**config.mk**
```make
export PLATFORM = sky130hd
export DESIGN_NAME = secondary_bus_passthrough
export DESIGN_NICKNAME = d
export VERILOG_FILES = /design/src/core/bus_byte_engine.v /design/src/core/secondary_bus_passthrough.v
export VERILOG_INCLUDE_DIRS = /design/src /design/src/core
export SDC_FILE = /design/constraint.sdc
export NUM_CORES = 2
export LEC_CHECK = 0
export BUFFER_PORTS_ARGS = -buffer_cell sky130_fd_sc_hd__buf_2
export CAP_MARGIN = 20
export CORE_MARGIN = 2
export CORE_UTILIZATION = 31
export CTS_CLUSTER_SIZE = 25
export DETAILED_ROUTE_END_ITERATION = 10
export PLACE_DENSITY_LB_ADDON = 0.2
export SLEW_MARGIN = 10
export SYNTH_ARGS = -nofsm -noshare
export SYNTH_HDL_FRONTEND = slang
export SYNTH_SLANG_ARGS = --single-unit
export TNS_END_PERCENT = 1
```
**constraint.sdc**
```tcl
create_clock -name clk_sys -period 12.15 [get_ports clk_sys]
set_clock_uncertainty 0.2 [all_clocks]
set_input_delay 2.43 -clock clk_sys [delete_from_list [all_inputs] [get_ports clk_sys]]
set_output_delay 2.43 -clock clk_sys [all_outputs]
set_load 0.02 [all_outputs]
```
**src/core/passthru_consts.vh**
```
// constants for the secondary bus pass-through engine
`ifndef PASSTHRU_CONSTS_VH
`define PASSTHRU_CONSTS_VH
// mode word fields
`define MODE_DIR_BIT        0
`define MODE_SERIES_BIT     1
`define MODE_DELAY_EN_BIT   2
`define MODE_BUS_LO         3
`define MODE_BUS_HI         4
`define MODE_THREE_WIRE_BIT 5
`define MODE_CPOL_BIT       6
`define MODE_CPHA_BIT       7
`define MODE_DELAY_LO       8
`define MODE_DELAY_HI       13
`define MODE_SEL_LEVEL_BIT  14
`define MODE_LOW_FIRST_BIT  15
// command-format fields
`define FMT_SHIFT_LO        0
`define FMT_SHIFT_HI        3
`define FMT_POL_BIT         4
`define FMT_POS_LO          5
`define FMT_POS_HI          7
// delay timing
`define DELAY_UNIT_NS       50000
`define CLK_PERIOD_NS       50
`define DELAY_UNIT_CYCLES   (`DELAY_UNIT_NS / `CLK_PERIOD_NS)
`define DELAY_MIN_UNITS     6'h04
// result packet
`define RESULT_CODE         16'h0005
`define RESULT_FIXED_LEN    8'h09
`define RESULT_HDR_BYTES    8'h0D
`define DONE_OK             8'h01
`define DONE_FAIL           8'h02
`define MAX_COUNT           8'hF4
// spi divider table index count
`define DIV_CHOICES         7
`define SYS_CLK_KHZ         20000
`endif

```
**src/core/bus_byte_engine.v**
```verilog
// one byte transfer on a selected secondary bus (spi shift or i2c byte)
`timescale 1ns/10ps
`default_nettype none
module bus_byte_engine (
  // clock and reset
  input  wire       clk_sys,
  input  wire       rst,
  // request
  input  wire       start,
  input  wire       is_i2c,
  input  wire       low_bit_first,
  input  wire       cpol,
  input  wire       cpha,
  input  wire [5:0] half_div,
  input  wire [7:0] tx_byte,
  // answer
  output reg        done,
  output reg        busy,
  output reg  [7:0] rx_byte,
  output reg        nack,
  // pins
  output reg        sclk,
  output reg        mosi,
  input  wire       miso_sync,
  input  wire       ack_sync
);
  reg [7:0] shreg;
  reg [3:0] bitn;
  reg [5:0] divc;
  reg       phase;
  wire      tick = (divc == half_div);
  wire      in_bit = miso_sync;

  always @(posedge clk_sys or posedge rst) begin
    if (rst) begin
      done    <= 1'b0;
      busy    <= 1'b0;
      rx_byte <= 8'h00;
      nack    <= 1'b0;
      sclk    <= 1'b0;
      mosi    <= 1'b0;
      shreg   <= 8'h00;
      bitn    <= 4'h0;
      divc    <= 6'h00;
      phase   <= 1'b0;
    end else begin
      done <= 1'b0;
      if (start && !busy) begin
        busy  <= 1'b1;
        shreg <= tx_byte;
        bitn  <= 4'h0;
        divc  <= 6'h00;
        phase <= 1'b0;
        sclk  <= is_i2c ? 1'b0 : cpol;
        mosi  <= low_bit_first && !is_i2c ? tx_byte[0] : tx_byte[7];
        nack  <= 1'b0;
      end else if (busy) begin
        divc <= tick ? 6'h00 : divc + 6'h01;
        if (tick) begin
          phase <= ~phase;
          sclk  <= ~sclk;
          // sample on leading edge unless cpha moves it to trailing edge
          if (phase == (is_i2c ? 1'b0 : cpha)) begin
            if (bitn == 4'h8) begin
              nack <= is_i2c & ack_sync;
            end else if (low_bit_first && !is_i2c) begin
              shreg <= {in_bit, shreg[7:1]};
            end else begin
              shreg <= {shreg[6:0], in_bit};
            end
          end
          if (phase) begin
            bitn <= bitn + 4'h1;
            // release the data line for the target's acknowledge bit
            mosi <= (is_i2c && bitn == 4'h7) ? 1'b1
                  : (low_bit_first && !is_i2c) ? shreg[0] : shreg[7];
            if (bitn == (is_i2c ? 4'h8 : 4'h7)) begin
              busy    <= 1'b0;
              done    <= 1'b1;
              rx_byte <= shreg;
              sclk    <= is_i2c ? 1'b0 : cpol;
            end
          end
        end
      end
    end
  end
endmodule // bus_byte_engine
`default_nettype wire

```
**src/core/secondary_bus_passthrough.v**
```verilog
// pass-through transfer engine for the secondary master buses
// Functional notes
// - mode bit0 direction, bit1 burst or series
// - mode bit2 enables inter-byte delay
// - bits 8-13 delay in 50us, 0-3 invalid
// - bits 3-4 select descriptor or bus 1-3
// - bit5 selects three-wire spi, not i2c
// - bits 6,7 give spi cpol and cpha
// - bit15 shifts spi low bit first
// - register address shifted by format bits 0-3
// - format bits 5-7 place the read flag
// - format bit4 sets read flag polarity
// - target byte: i2c address or select pin
// - spi read: address write, then data transaction
// - i2c read: address write, restart, then read
// - result packet starts with code 0x0005
// - length is 9 plus count, padded
// - completion 1 ok, 2 on i2c fail
// - echo mode, format, target; rate zero on i2c
// - count at 0x0B, register 0x0C, data 0x0D
// - data padded to word, count stays genuine
// - spi clock from fixed divider set, rounded down
`timescale 1ns/10ps
`default_nettype none
`include "passthru_consts.vh"
module secondary_bus_passthrough (
  // clock and reset
  input  wire        clk_sys,
  input  wire        rst,
  // request
  input  wire        req_valid,
  output wire        req_ready,
  input  wire [15:0] req_mode,
  input  wire [15:0] req_rate_khz,
  input  wire [7:0]  req_format,
  input  wire [7:0]  req_target,
  input  wire [7:0]  req_count,
  input  wire [7:0]  req_reg,
  // write data stream
  input  wire        wdata_valid,
  input  wire [7:0]  wdata,
  output wire        wdata_ready,
  // wiring already fixed by a sensor driver
  input  wire        wiring_locked,
  input  wire        wiring_locked_three,
  // result stream
  output reg         res_valid,
  output reg  [7:0]  res_byte,
  output reg         res_last,
  input  wire        res_ready,
  // descriptor-mode hand-off
  output reg         desc_req,
  input  wire        desc_done,
  // bus pins
  output wire [2:0]  bus_active,
  output wire        sclk,
  output wire        mosi,
  output reg         three_wire,
  input  wire        miso,
  output reg  [7:0]  select_pin,
  output reg         select_out,
  output reg         sda_out,
  output reg         sda_oe_n,
  input  wire        sda_in,
  output reg         busy
);
  localparam S_IDLE  = 8'h01;
  localparam S_CMD   = 8'h02;
  localparam S_DATA  = 8'h04;
  localparam S_GAP   = 8'h08;
  localparam S_DESC  = 8'h10;
  localparam S_HDR   = 8'h20;
  localparam S_RDAT  = 8'h40;
  localparam S_PAD   = 8'h80;

  reg [7:0]  state;
  reg [15:0] mode;
  reg [15:0] rate;
  reg [7:0]  fmt;
  reg [7:0]  target;
  reg [7:0]  count;
  reg [7:0]  regaddr;
  reg [7:0]  idx;
  reg [1:0]  stage;
  reg        failed;
  reg [15:0] gap_cnt;
  reg [5:0]  gap_units;
  reg [5:0]  half_div;
  reg [7:0]  rbuf [0:255];
  reg [7:0]  hdr;
  reg [8:0]  out_len;
  reg [8:0]  pos;
  reg        eng_start;
  reg [7:0]  eng_tx;
  reg [2:0]  miso_s;
  reg [2:0]  sda_s;
  reg        miso_f;
  reg        sda_f;

  wire       is_write  = mode[`MODE_DIR_BIT];
  wire [1:0] bus_sel   = mode[`MODE_BUS_HI:`MODE_BUS_LO];
  wire       is_i2c    = (bus_sel == 2'b10);
  wire       eng_done;
  wire       eng_busy;
  wire [7:0] eng_rx;
  wire       eng_nack;
  wire [15:0] code_word = `RESULT_CODE;
  // nine bits: a full 244-byte read packet passes 255 bytes
  wire [8:0]  packet    = {1'b0, count} + {1'b0, `RESULT_FIXED_LEN} + 9'h004;
  wire [8:0]  padded    = (packet + 9'h003) & 9'h1FC;
  wire [8:0]  len_field = padded - 9'h004;
  wire [8:0]  hdr_end   = {1'b0, `RESULT_HDR_BYTES} - 9'h001;
  wire [8:0]  rd_pos    = pos - {1'b0, `RESULT_HDR_BYTES};

  assign req_ready   = (state == S_IDLE);
  assign wdata_ready = (state == S_DATA) && is_write && !eng_busy && !eng_start;
  assign bus_active  = {bus_sel == 2'b11, bus_sel == 2'b10, bus_sel == 2'b01};

  // three stages, change accepted when stages two and three agree
  always @(posedge clk_sys or posedge rst) begin
    if (rst) begin
      miso_s <= 3'h0;
      sda_s  <= 3'h7;
      miso_f <= 1'b0;
      sda_f  <= 1'b1;
    end else begin
      miso_s <= {miso_s[1:0], miso};
      sda_s  <= {sda_s[1:0], sda_in};
      if (miso_s[1] == miso_s[2]) begin
        miso_f <= miso_s[2];
      end
      if (sda_s[1] == sda_s[2]) begin
        sda_f <= sda_s[2];
      end
    end
  end

  // divide to half period; 2,4,4,6,8,16,32 (the divide-by-3 step gives 4), rounded to slower choice
  function [5:0] pick_half;
    input [15:0] khz;
    begin
      if (khz >= 16'h2710) begin
        pick_half = 6'h00;
      end else if (khz >= 16'h1A0A) begin
        pick_half = 6'h01;
      end else if (khz >= 16'h1388) begin
        pick_half = 6'h01;
      end else if (khz >= 16'h0D05) begin
        pick_half = 6'h02;
      end else if (khz >= 16'h09C4) begin
        pick_half = 6'h03;
      end else if (khz >= 16'h04E2) begin
        pick_half = 6'h07;
      end else begin
        pick_half = 6'h0F;
      end
    end
  endfunction

  // build the spi command byte from the format settings
  function [7:0] cmd_byte;
    input [7:0] addr;
    input [7:0] f;
    input       wr;
    reg   [7:0] b;
    reg         flag;
    begin
      b    = addr << f[`FMT_SHIFT_HI:`FMT_SHIFT_LO];
      flag = wr ? ~f[`FMT_POL_BIT] : f[`FMT_POL_BIT];
      b[f[`FMT_POS_HI:`FMT_POS_LO]] = flag;
      cmd_byte = b;
    end
  endfunction

  bus_byte_engine u_engine (
    .clk_sys       (clk_sys),
    .rst           (rst),
    .start         (eng_start),
    .is_i2c        (is_i2c),
    .low_bit_first (mode[`MODE_LOW_FIRST_BIT]),
    .cpol          (mode[`MODE_CPOL_BIT]),
    .cpha          (mode[`MODE_CPHA_BIT]),
    .half_div      (half_div),
    .tx_byte       (eng_tx),
    .done          (eng_done),
    .busy          (eng_busy),
    .rx_byte       (eng_rx),
    .nack          (eng_nack),
    .sclk          (sclk),
    .mosi          (mosi),
    .miso_sync     (is_i2c ? sda_f : miso_f),
    .ack_sync      (sda_f)
  );

  // header byte by position in result packet
  always @* begin
    case (pos)
      9'h000:  hdr = code_word[7:0];
      9'h001:  hdr = code_word[15:8];
      9'h002:  hdr = len_field[7:0];
      9'h003:  hdr = {7'h00, len_field[8]};
      9'h004:  hdr = (failed && is_i2c) ? `DONE_FAIL : `DONE_OK;
      9'h005:  hdr = mode[7:0];
      9'h006:  hdr = mode[15:8];
      9'h007:  hdr = is_i2c ? 8'h00 : rate[7:0];
      9'h008:  hdr = is_i2c ? 8'h00 : rate[15:8];
      9'h009:  hdr = fmt;
      9'h00A:  hdr = target;
      9'h00B:  hdr = count;
      9'h00C:  hdr = regaddr;
      default: hdr = 8'h00;
    endcase
  end

  always @(posedge clk_sys or posedge rst) begin
    if (rst) begin
      state      <= S_IDLE;
      mode       <= 16'h0000;
      rate       <= 16'h0000;
      fmt        <= 8'h00;
      target     <= 8'h00;
      count      <= 8'h00;
      regaddr    <= 8'h00;
      idx        <= 8'h00;
      stage      <= 2'b00;
      failed     <= 1'b0;
      gap_cnt    <= 16'h0000;
      gap_units  <= 6'h00;
      half_div   <= 6'h00;
      out_len    <= 9'h000;
      pos        <= 9'h000;
      eng_start  <= 1'b0;
      eng_tx     <= 8'h00;
      res_valid  <= 1'b0;
      res_byte   <= 8'h00;
      res_last   <= 1'b0;
      desc_req   <= 1'b0;
      three_wire <= 1'b0;
      select_pin <= 8'h00;
      select_out <= 1'b0;
      sda_out    <= 1'b1;
      sda_oe_n   <= 1'b1;
      busy       <= 1'b0;
    end else begin
      eng_start <= 1'b0;
      // open drain: pull low only while a zero bit is on the wire
      sda_oe_n  <= !(is_i2c && eng_busy && !mosi);
      case (state)
        S_IDLE: begin
          busy <= 1'b0;
          if (req_valid) begin
            mode     <= req_mode;
            rate     <= req_rate_khz;
            fmt      <= req_format;
            target   <= req_target;
            count    <= (req_count > `MAX_COUNT) ? `MAX_COUNT : req_count;
            regaddr  <= req_reg;
            half_div <= pick_half(req_rate_khz);
            failed   <= 1'b0;
            idx      <= 8'h00;
            pos      <= 9'h000;
            stage    <= 2'b00;
            select_out <= ~req_mode[`MODE_SEL_LEVEL_BIT];
            busy     <= 1'b1;
            // delay values below four are invalid: clamp to minimum
            gap_units <= (req_mode[`MODE_DELAY_HI:`MODE_DELAY_LO] < `DELAY_MIN_UNITS)
                         ? `DELAY_MIN_UNITS : req_mode[`MODE_DELAY_HI:`MODE_DELAY_LO];
            if (!wiring_locked) begin
              three_wire <= req_mode[`MODE_THREE_WIRE_BIT];
            end else begin
              three_wire <= wiring_locked_three;
            end
            select_pin <= req_target;
            if (req_mode[`MODE_BUS_HI:`MODE_BUS_LO] == 2'b00) begin
              desc_req <= 1'b1;
              state    <= S_DESC;
            end else begin
              state <= S_CMD;
            end
          end
        end
        S_DESC: begin
          if (desc_done) begin
            desc_req <= 1'b0;
            idx      <= 8'h00;
            state    <= S_HDR;
          end
        end
        S_CMD: begin
          // stage 0 address byte / i2c target, stage 1 register, stage 2 read phase
          if (!eng_busy && !eng_start) begin
            if (stage == 2'b00) begin
              select_out <= is_i2c ? select_out : mode[`MODE_SEL_LEVEL_BIT];
              sda_out    <= 1'b0;
              eng_tx     <= is_i2c ? {target[6:0], 1'b0}
                                   : cmd_byte(regaddr, fmt, is_write);
              eng_start  <= 1'b1;
              stage      <= is_i2c ? 2'b01 : 2'b11;
            end else if (stage == 2'b01) begin
              eng_tx    <= regaddr;
              eng_start <= 1'b1;
              stage     <= 2'b10;
            end else if (stage == 2'b10) begin
              if (is_i2c && !is_write) begin
                // repeated start without stop, then address in read mode
                eng_tx    <= {target[6:0], 1'b1};
                eng_start <= 1'b1;
              end
              stage <= 2'b11;
            end else begin
              if (!is_i2c && !is_write) begin
                // end the address write; data read is its own transaction
                select_out <= ~mode[`MODE_SEL_LEVEL_BIT];
              end
              idx   <= 8'h00;
              state <= S_DATA;
            end
          end
          if (eng_done && eng_nack) begin
            failed <= 1'b1;
          end
        end
        S_DATA: begin
          if (!eng_busy && !eng_start && idx == count) begin
            select_out <= ~mode[`MODE_SEL_LEVEL_BIT];
            idx        <= 8'h00;
            state      <= S_HDR;
          end else if (!eng_busy && !eng_start) begin
            if (!is_write) begin
              select_out <= is_i2c ? select_out : mode[`MODE_SEL_LEVEL_BIT];
              eng_tx     <= 8'hFF;
              eng_start  <= 1'b1;
            end else if (wdata_valid) begin
              select_out <= is_i2c ? select_out : mode[`MODE_SEL_LEVEL_BIT];
              eng_tx    <= wdata;
              eng_start <= 1'b1;
            end
          end
          if (eng_done) begin
            if (eng_nack) begin
              failed <= 1'b1;
            end
            if (!is_write) begin
              rbuf[idx] <= eng_rx;
            end
            idx <= idx + 8'h01;
            if (mode[`MODE_SERIES_BIT]) begin
              select_out <= ~mode[`MODE_SEL_LEVEL_BIT];
            end
            if (mode[`MODE_DELAY_EN_BIT]) begin
              gap_cnt <= 16'h0000;
              state   <= S_GAP;
            end
          end
        end
        S_GAP: begin
          gap_cnt <= gap_cnt + 16'h0001;
          if (gap_cnt == gap_units * `DELAY_UNIT_CYCLES - 1) begin
            state <= S_DATA;
          end
        end
        S_HDR: begin
          if (!res_valid || res_ready) begin
            res_valid <= 1'b1;
            res_byte  <= hdr;
            out_len   <= padded;
            res_last  <= 1'b0;
            pos       <= pos + 9'h001;
            if (pos == hdr_end) begin
              // writes, empty reads and descriptor hand-off carry no data bytes
              state <= (is_write || count == 8'h00 || bus_sel == 2'b00) ? S_PAD : S_RDAT;
            end
          end
        end
        S_RDAT: begin
          if (res_ready) begin
            res_byte <= rbuf[rd_pos[7:0]];
            res_last <= (pos == out_len - 9'h001);
            pos      <= pos + 9'h001;
            if (pos == hdr_end + {1'b0, count}) begin
              state <= S_PAD;
            end
          end
        end
        S_PAD: begin
          if (res_ready) begin
            if (res_last) begin
              res_valid <= 1'b0;
              res_last  <= 1'b0;
              busy      <= 1'b0;
              state     <= S_IDLE;
            end else begin
              res_byte <= 8'h00;
              res_last <= (pos == out_len - 9'h001);
              pos      <= pos + 9'h001;
            end
          end
        end
        default: state <= S_IDLE;
      endcase
    end
  end
endmodule // secondary_bus_passthrough
`default_nettype wire

```
* Word-level counts from Yosys, hierarchy flattened *
Memory sizes are Yosys's and may differ from the RTL's.
Index checks and enable logic that the tools add are counted.
W data, S select, Z words.

storage, ports and cells
  register bits after elaboration = 192
  word-level logic and storage cells = 377
  memories kept = 1
  bits in writable memories = 2048
  input bits = 82
  output and inout port bits = 31

memories
  memory  depth  bits a word  rd ports  clocked after Yosys merged registers in  wr ports  RTL line                        text
  rbuf    256    8            1         0                                        1         secondary_bus_passthrough.v:89  reg [7:0] rbuf [0:255];

cells by class
  reduce and logical (&&, ||, !) cells = 68
  add/subtract/negate cells = 13
  mux-type cells = 172
  magnitude comparators = 10
  bitwise logic cells = 7
  shift-type cells = 1
  equality and inequality tests = 64
  $mul = 1

operators by type and width
  kind                     count
  $mux W8                  48
  $pmux W8 S12             1
  $mux W1                  77
  $pmux W8 S8              1
  $eq A9 B4 Y1 const B     5
  $mux W9                  5
  $mux W4                  11
  $eq A9 B3 Y1 const B     4
  $pmux W9 S4              1
  $ne A2 B2 Y1 const B     17
  $eq A16 B32 Y1           1
  $ge A16 B12 Y1 const B   2
  $ge A16 B13 Y1 const B   2
  $mux W16                 2
  $pmux W16 S2             1
  $pmux W8 S4              1
  $mux W6                  4
  $pmux W8 S3              1
  $reduce_and A4 Y1        6
  $reduce_bool A2 Y1       11
  $eq A9 B2 Y1 const B     2
  $eq A9 B9 Y1             2
  $sub A16 B1 Y17 const B  1
  $add A16 B1 Y16 const B  1
  64 further kinds         129

* Depth between registers and ports, before layout *
  depth in word-level cells = 9
  gate-level depth with buffers = 17

* Hierarchy *
From an unflattened synthesis, not the netlist that was laid out.

unflattened totals
  cell total of the unflattened synthesis = 4783
  area total of the unflattened synthesis = 91332.6 um^2

modules (own cells, without submodules)
  module                     seq. area each (um^2)  area an instance (um^2)  instances  cells an instance
  secondary_bus_passthrough  65461.5                89415.8                  1          4595
  bus_byte_engine            800.8                  1916.8                   1          188

* Worst setup path after synthesis *
OpenSTA, ideal clock, no wires.

  path kind = reg-to-reg
  start point = reg gap_units[0]
  end point = reg state[7]
  clock period less this slack = 5.370 ns
  library setup time = 0.125 ns
  data required time = 11.825 ns
  data arrival time = 5.045 ns
  slack = 6.780 ns
  cell stages (with the launch flop) = 18
  cells stage by stage = dfrtp_1 > inv_1 > fa_1 > inv_1 > ha_1 > inv_1 > fa_1 > inv_1 > fa_1 > or4_4 > nor2_4 > nand2_2 > or4_4 > nor3_2 > o31ai_1 > or4b_4 > a21oi_4 > mux2_4

on the way
  longest elaborated chain between the ends = 5

RTL lines
  item                          RTL line                         text
  from (decl)                   secondary_bus_passthrough.v:87   reg [5:0] gap_units;
  from (signal assigned)        secondary_bus_passthrough.v:266  gap_units <= (req_mode[`MODE_DELAY_HI:`MODE_DELAY_LO] < `DELAY_MIN_UNITS)
  $mul A6 B7 Y13 (no line)      --
  $sub A16 B1 Y17               secondary_bus_passthrough.v:358  if (gap_cnt == gap_units * `DELAY_UNIT_CYCLES - 1) begin
  $eq A16 B32 Y1                secondary_bus_passthrough.v:358
  $ne A2 B2 Y1 (no line)        --
  $reduce_and A13 Y1 (no line)  --
  to (signal assigned)          secondary_bus_passthrough.v:371  state <= (is_write || count == 8'h00 || bus_sel == 2'b00) ? S_PAD : S_RDAT;
  to (decl)                     secondary_bus_passthrough.v:76   reg [7:0] state;

No other way between the ends.
A chain may end at the register's enable or synchronous reset.

* Worst setup path after layout *
  start point = reg pos[0]
  end point = reg res_byte[4]

on the way
  longest elaborated chain between the ends = 4
  elaborated cells on any way between the ends = 18

RTL lines
  item                                             RTL line                                                          text
  from (decl)                                      secondary_bus_passthrough.v:92                                    reg [8:0] pos;
  from (signal assigned)                           secondary_bus_passthrough.v:368                                   pos <= pos + 9'h001;
  from (signal assigned)                           secondary_bus_passthrough.v:379                                   pos <= pos + 9'h001;
  from (signal assigned)                           secondary_bus_passthrough.v:395                                   pos <= pos + 9'h001;
  $sub A8 B4 Y8 (tied with other cells)            secondary_bus_passthrough.v:113                                   wire [8:0] rd_pos = pos - {1'b0, `RESULT_HDR_BYTES};
  $mem_v2 Z256 W8 or $pmux W8 S12 (tied branches)  --
  $mux W8 (on tied branches)                       secondary_bus_passthrough.v:376, secondary_bus_passthrough.v:363
  $pmux W8 S3 *                                    secondary_bus_passthrough.v:248                                   case (state)
  to (signal assigned)                             secondary_bus_passthrough.v:365                                   res_byte <= hdr;
  to (signal assigned)                             secondary_bus_passthrough.v:377                                   res_byte <= rbuf[rd_pos[7:0]];
  to (decl)                                        secondary_bus_passthrough.v:48                                    output reg [7:0] res_byte,

Every way passes the cells marked *; elsewhere a longest branch is shown, timed or not. The select of a mux whose other input is x is not followed.

==> run summary <==
• **pin count of the biggest net entering global routing** 159
• **Least-Margin Pin Slew** 1.11 ns
• **Synth Area per Inst** 19.7 sq um
• **Std-Cell Core Area** 291,000 sq um
• **number of top-level pins** 113
• **Placed Instances** 8,426
• **average wire per standard cell** 28.5 microns
• **ratio of total power to cell area** 203 nW/um^2
• **data arrival at the endpoint of the critical path** 6.47 ns
• **Leak** 0.0369 uW
• **path category of the worst min-delay check** reg -> reg
• **Final Hold Fails** 0
• **Clk pwr share** 35.9%
• **final hold slack** 0.147 ns
• **vias in the first global route** 46,200
• **all-layer global routing usage** 16.9%
• **Die Ht** 545 microns
• **clock tree from TritonCTS** built
• **maximum frequency from static timing analysis** 168 MHz
• **maximum level of the CTS H-tree** 4
• **switching power as a share of total power** 29.0%
• **clock period minus worst slack** 5.95 ns
• **CTS sink count** 2,238
• **Detailed Route WL** 253,000 microns
• **Final Wtd Congestion** 0.832
• **sequential share of the synthesized area** 73.1%
• **share of the clock period used by the worst path after layout** 49.0%
• **total via count after detailed routing** 45,700
• **Final setup viols** 0
• **number of iterations in the first detailed-routing pass** 5
• **DRC violation count after routing** 0
• **effective utilization at floorplan** 31.2%
• **Reg power frac** 44.4%
• **flip-flop cell with the highest count after synthesis** sky130_fd_sc_hd__edfxtp_1
• **GRT overflow** 0
• **cell area after technology mapping** 90,700 sq um
• **post-route non-filler standard cell count** 8,880
• **fraction of final layout cells with drive strength greater than 1** 26.4%
• **number of DRC violations after detailed-routing iteration 0** 4,662
• **status** finished, final reports clean
• **slew margin rel.** 26.2%
• **# hold bufs at CTS** 0
• **number of buffers inserted to repair setup after CTS** 0
• **data required time of the critical path** 12.67 ns
• **number of slew-limit violations in the final report** 0
• **post-route cell area** 104,000 sq um
• **setup_tns** 0 ns
• **portion of total power attributed to combinational logic** 19.7%
• **Max-Cap Viols** 0
• **number of port buffers** 112
• **Synth Net Count** 4,740
• **global-route wire length before repair** 360,000 microns
• **maximum ir drop on the vdd rail** 0.000458 V
• **Post-Place Worst Slack** 6.05 ns
• **synthesis-to-finish area growth** 14.8%
• **Post-synth ARST share** 8.49%
• **post-layout worst setup margin** 6.20 ns
• **maximum fanout encountered on the critical timing path** 46
• **leading cell types in the layout, fill and taps excluded** sky130_fd_sc_hd__edfxtp_1 (2,048), sky130_fd_sc_hd__mux4_2 (674), sky130_fd_sc_hd__nor2_1 (359), sky130_fd_sc_hd__nand2_1 (280), sky130_fd_sc_hd__clkbuf_16 (247)
• **Detail Route Antenna Nets** 0
• **Clock transition at path regs** 0.06 ns
• **maximum root-to-sink buffer count** 4
• **Int Power** 15,000 uW
• **Inserted Clock Buffers** 244
• **CP endpoint kind** flip-flop
• **root buffer cell** sky130_fd_sc_hd__clkbuf_16
• **RSZ-0062 raised after global routing** false
• **cell count after synthesis** 4,605
• **total of flip-flops plus latches after synthesis** 2,238
• **number of distinct library cell variants in the gate-level netlist after synthesis** 89
• **WS Path Type** reg -> reg
• **Sw Pwr** 6120 uW
• **floorplan row count** 198
• **clock latency on the worst-skew pair** 0.91 ns
• **Layout Nets** 4,907
• **cells resized by post-CTS repair** 0
• **most common cell after layout, fill and taps aside** sky130_fd_sc_hd__edfxtp_1
• **Fillers** 26,900
• **area post-placement** 96,000 sq um
• **synthesis warning total** 0
• **width of the chip** 545 microns
• **drt via density** 5.15
• **half-perimeter wire length of the detailed placement result** 151,000 microns
• **count of flip-flops with a built-in enable after synthesis** 2,048
• **die area** 297,000 sq um
• **element type at the critical path start** flip-flop
• **initial antenna violation count** 10
==> state kept, by name (all words and copies together) (netlist names), 9 cells and up <==
register  flops
rbuf       2048
gap_cnt      16
mode         16
rate         16
pos           9
==> through the flow <==
stage	total power [uW]	util, %
after global routing	22000	35.8
after detailed placement	13700	33.0
final	21100	35.8
after global placement	13700	33.0
after CTS	21300	35.8
after floorplan	12400	-
==> power groups by stage <==
stage               combinational, uW  clock [uW]  sequential (uW)
global route                     4600        8020             9400
detailed placement               4200           0             9520
floorplan                        2930           0             9510
finish                           4160        7560             9370
global placement                 4190           0             9520
CTS                              4220        7720             9360
==> per-layer routing <==
layer | global-route usage, % | wire length (microns)
met3 | 2.65 | 14300
met1 | 24.3 | 114000
met5 | 0 | 15
met2 | 27.0 | 120000
met4 | 3.74 | 5160
==> cells by family (layout without fill, tap and decap cells) <==
family	after synthesis	after routing	share of synthesized area (%)
AO/OA/AOI/OAI	316	316	2.32
XOR/XNOR	92	92	0.904
adder cells (fa/ha/maj)	55	55	0.861
buffers and inverters	314	685	1.35
flip-flops	2238	2238	73.1
multiplexers	714	714	17.2
other	0	4	0
AND/OR/NAND/NOR	876	876	4.29
==> synth_stat cells, drive strengths merged (20+ instances only) <==
master  instances  share of area [%]
a21oi          58               0.33
dfrtp         183                5.0
xor2           36               0.35
clkbuf        195               0.81
nor2b          21               0.14
mux4          674                 17
edfxtp       2048                 68
ha             40               0.55
nand2         294                1.2
o21ai          94               0.52
nor3           20               0.13
mux2i          24               0.26
a22oi          28               0.23
buf            63               0.31
xnor2          55               0.53
nand3          54               0.30
nor2          361                1.5
inv            56               0.23
==> worst paths after layout <==
check | depth (start not counted) | from | to | slack [ns]
setup / recovery | 8 | pos[0]$_DFFE_PP0P_ | res_byte[4]$_DFFE_PP0P_ | 6.20
hold / removal | 0 | miso_s[0]$_DFF_PP0_ | miso_s[1]$_DFF_PP0_ | 0.15
setup reg to reg | 8 | pos[0]$_DFFE_PP0P_ | res_byte[4]$_DFFE_PP0P_ | 6.20
hold reg to reg | 0 | miso_s[0]$_DFF_PP0_ | miso_s[1]$_DFF_PP0_ | 0.15
max in group asynchronous | 3 | rst | pos[0]$_DFFE_PP0P_ | 8.52
min in group asynchronous | 2 | rst | mode[7]$_DFFE_PP0P_ | 1.57
==> critical path, stage by stage, from the launching register on <==
cell,delay [ns]
sky130_fd_sc_hd__dfrtp_4,0.67
sky130_fd_sc_hd__buf_4,0.62
sky130_fd_sc_hd__buf_4,0.72
sky130_fd_sc_hd__buf_4,0.85
sky130_fd_sc_hd__mux4_2,0.65
sky130_fd_sc_hd__mux4_2,0.54
sky130_fd_sc_hd__mux4_2,0.57
sky130_fd_sc_hd__mux2i_1,0.67
sky130_fd_sc_hd__o211ai_1,0.16
==> layout make-up <==
class                           count  area [sq um]  area share [%]
Sequential cell                  2238         66300            63.7
Inverter                           56           218           0.209
Timing Repair Buffer              179          1190            1.14
Multi-Input combinational cell   2053         23400            22.5
Antenna cell                        4          10.0         0.00962
Tap cell                         3900          4880            4.69
Clock buffer                      290          6370            6.12
Clock inverter                    160          1750            1.68
Power figures use the tool's default switching activity.
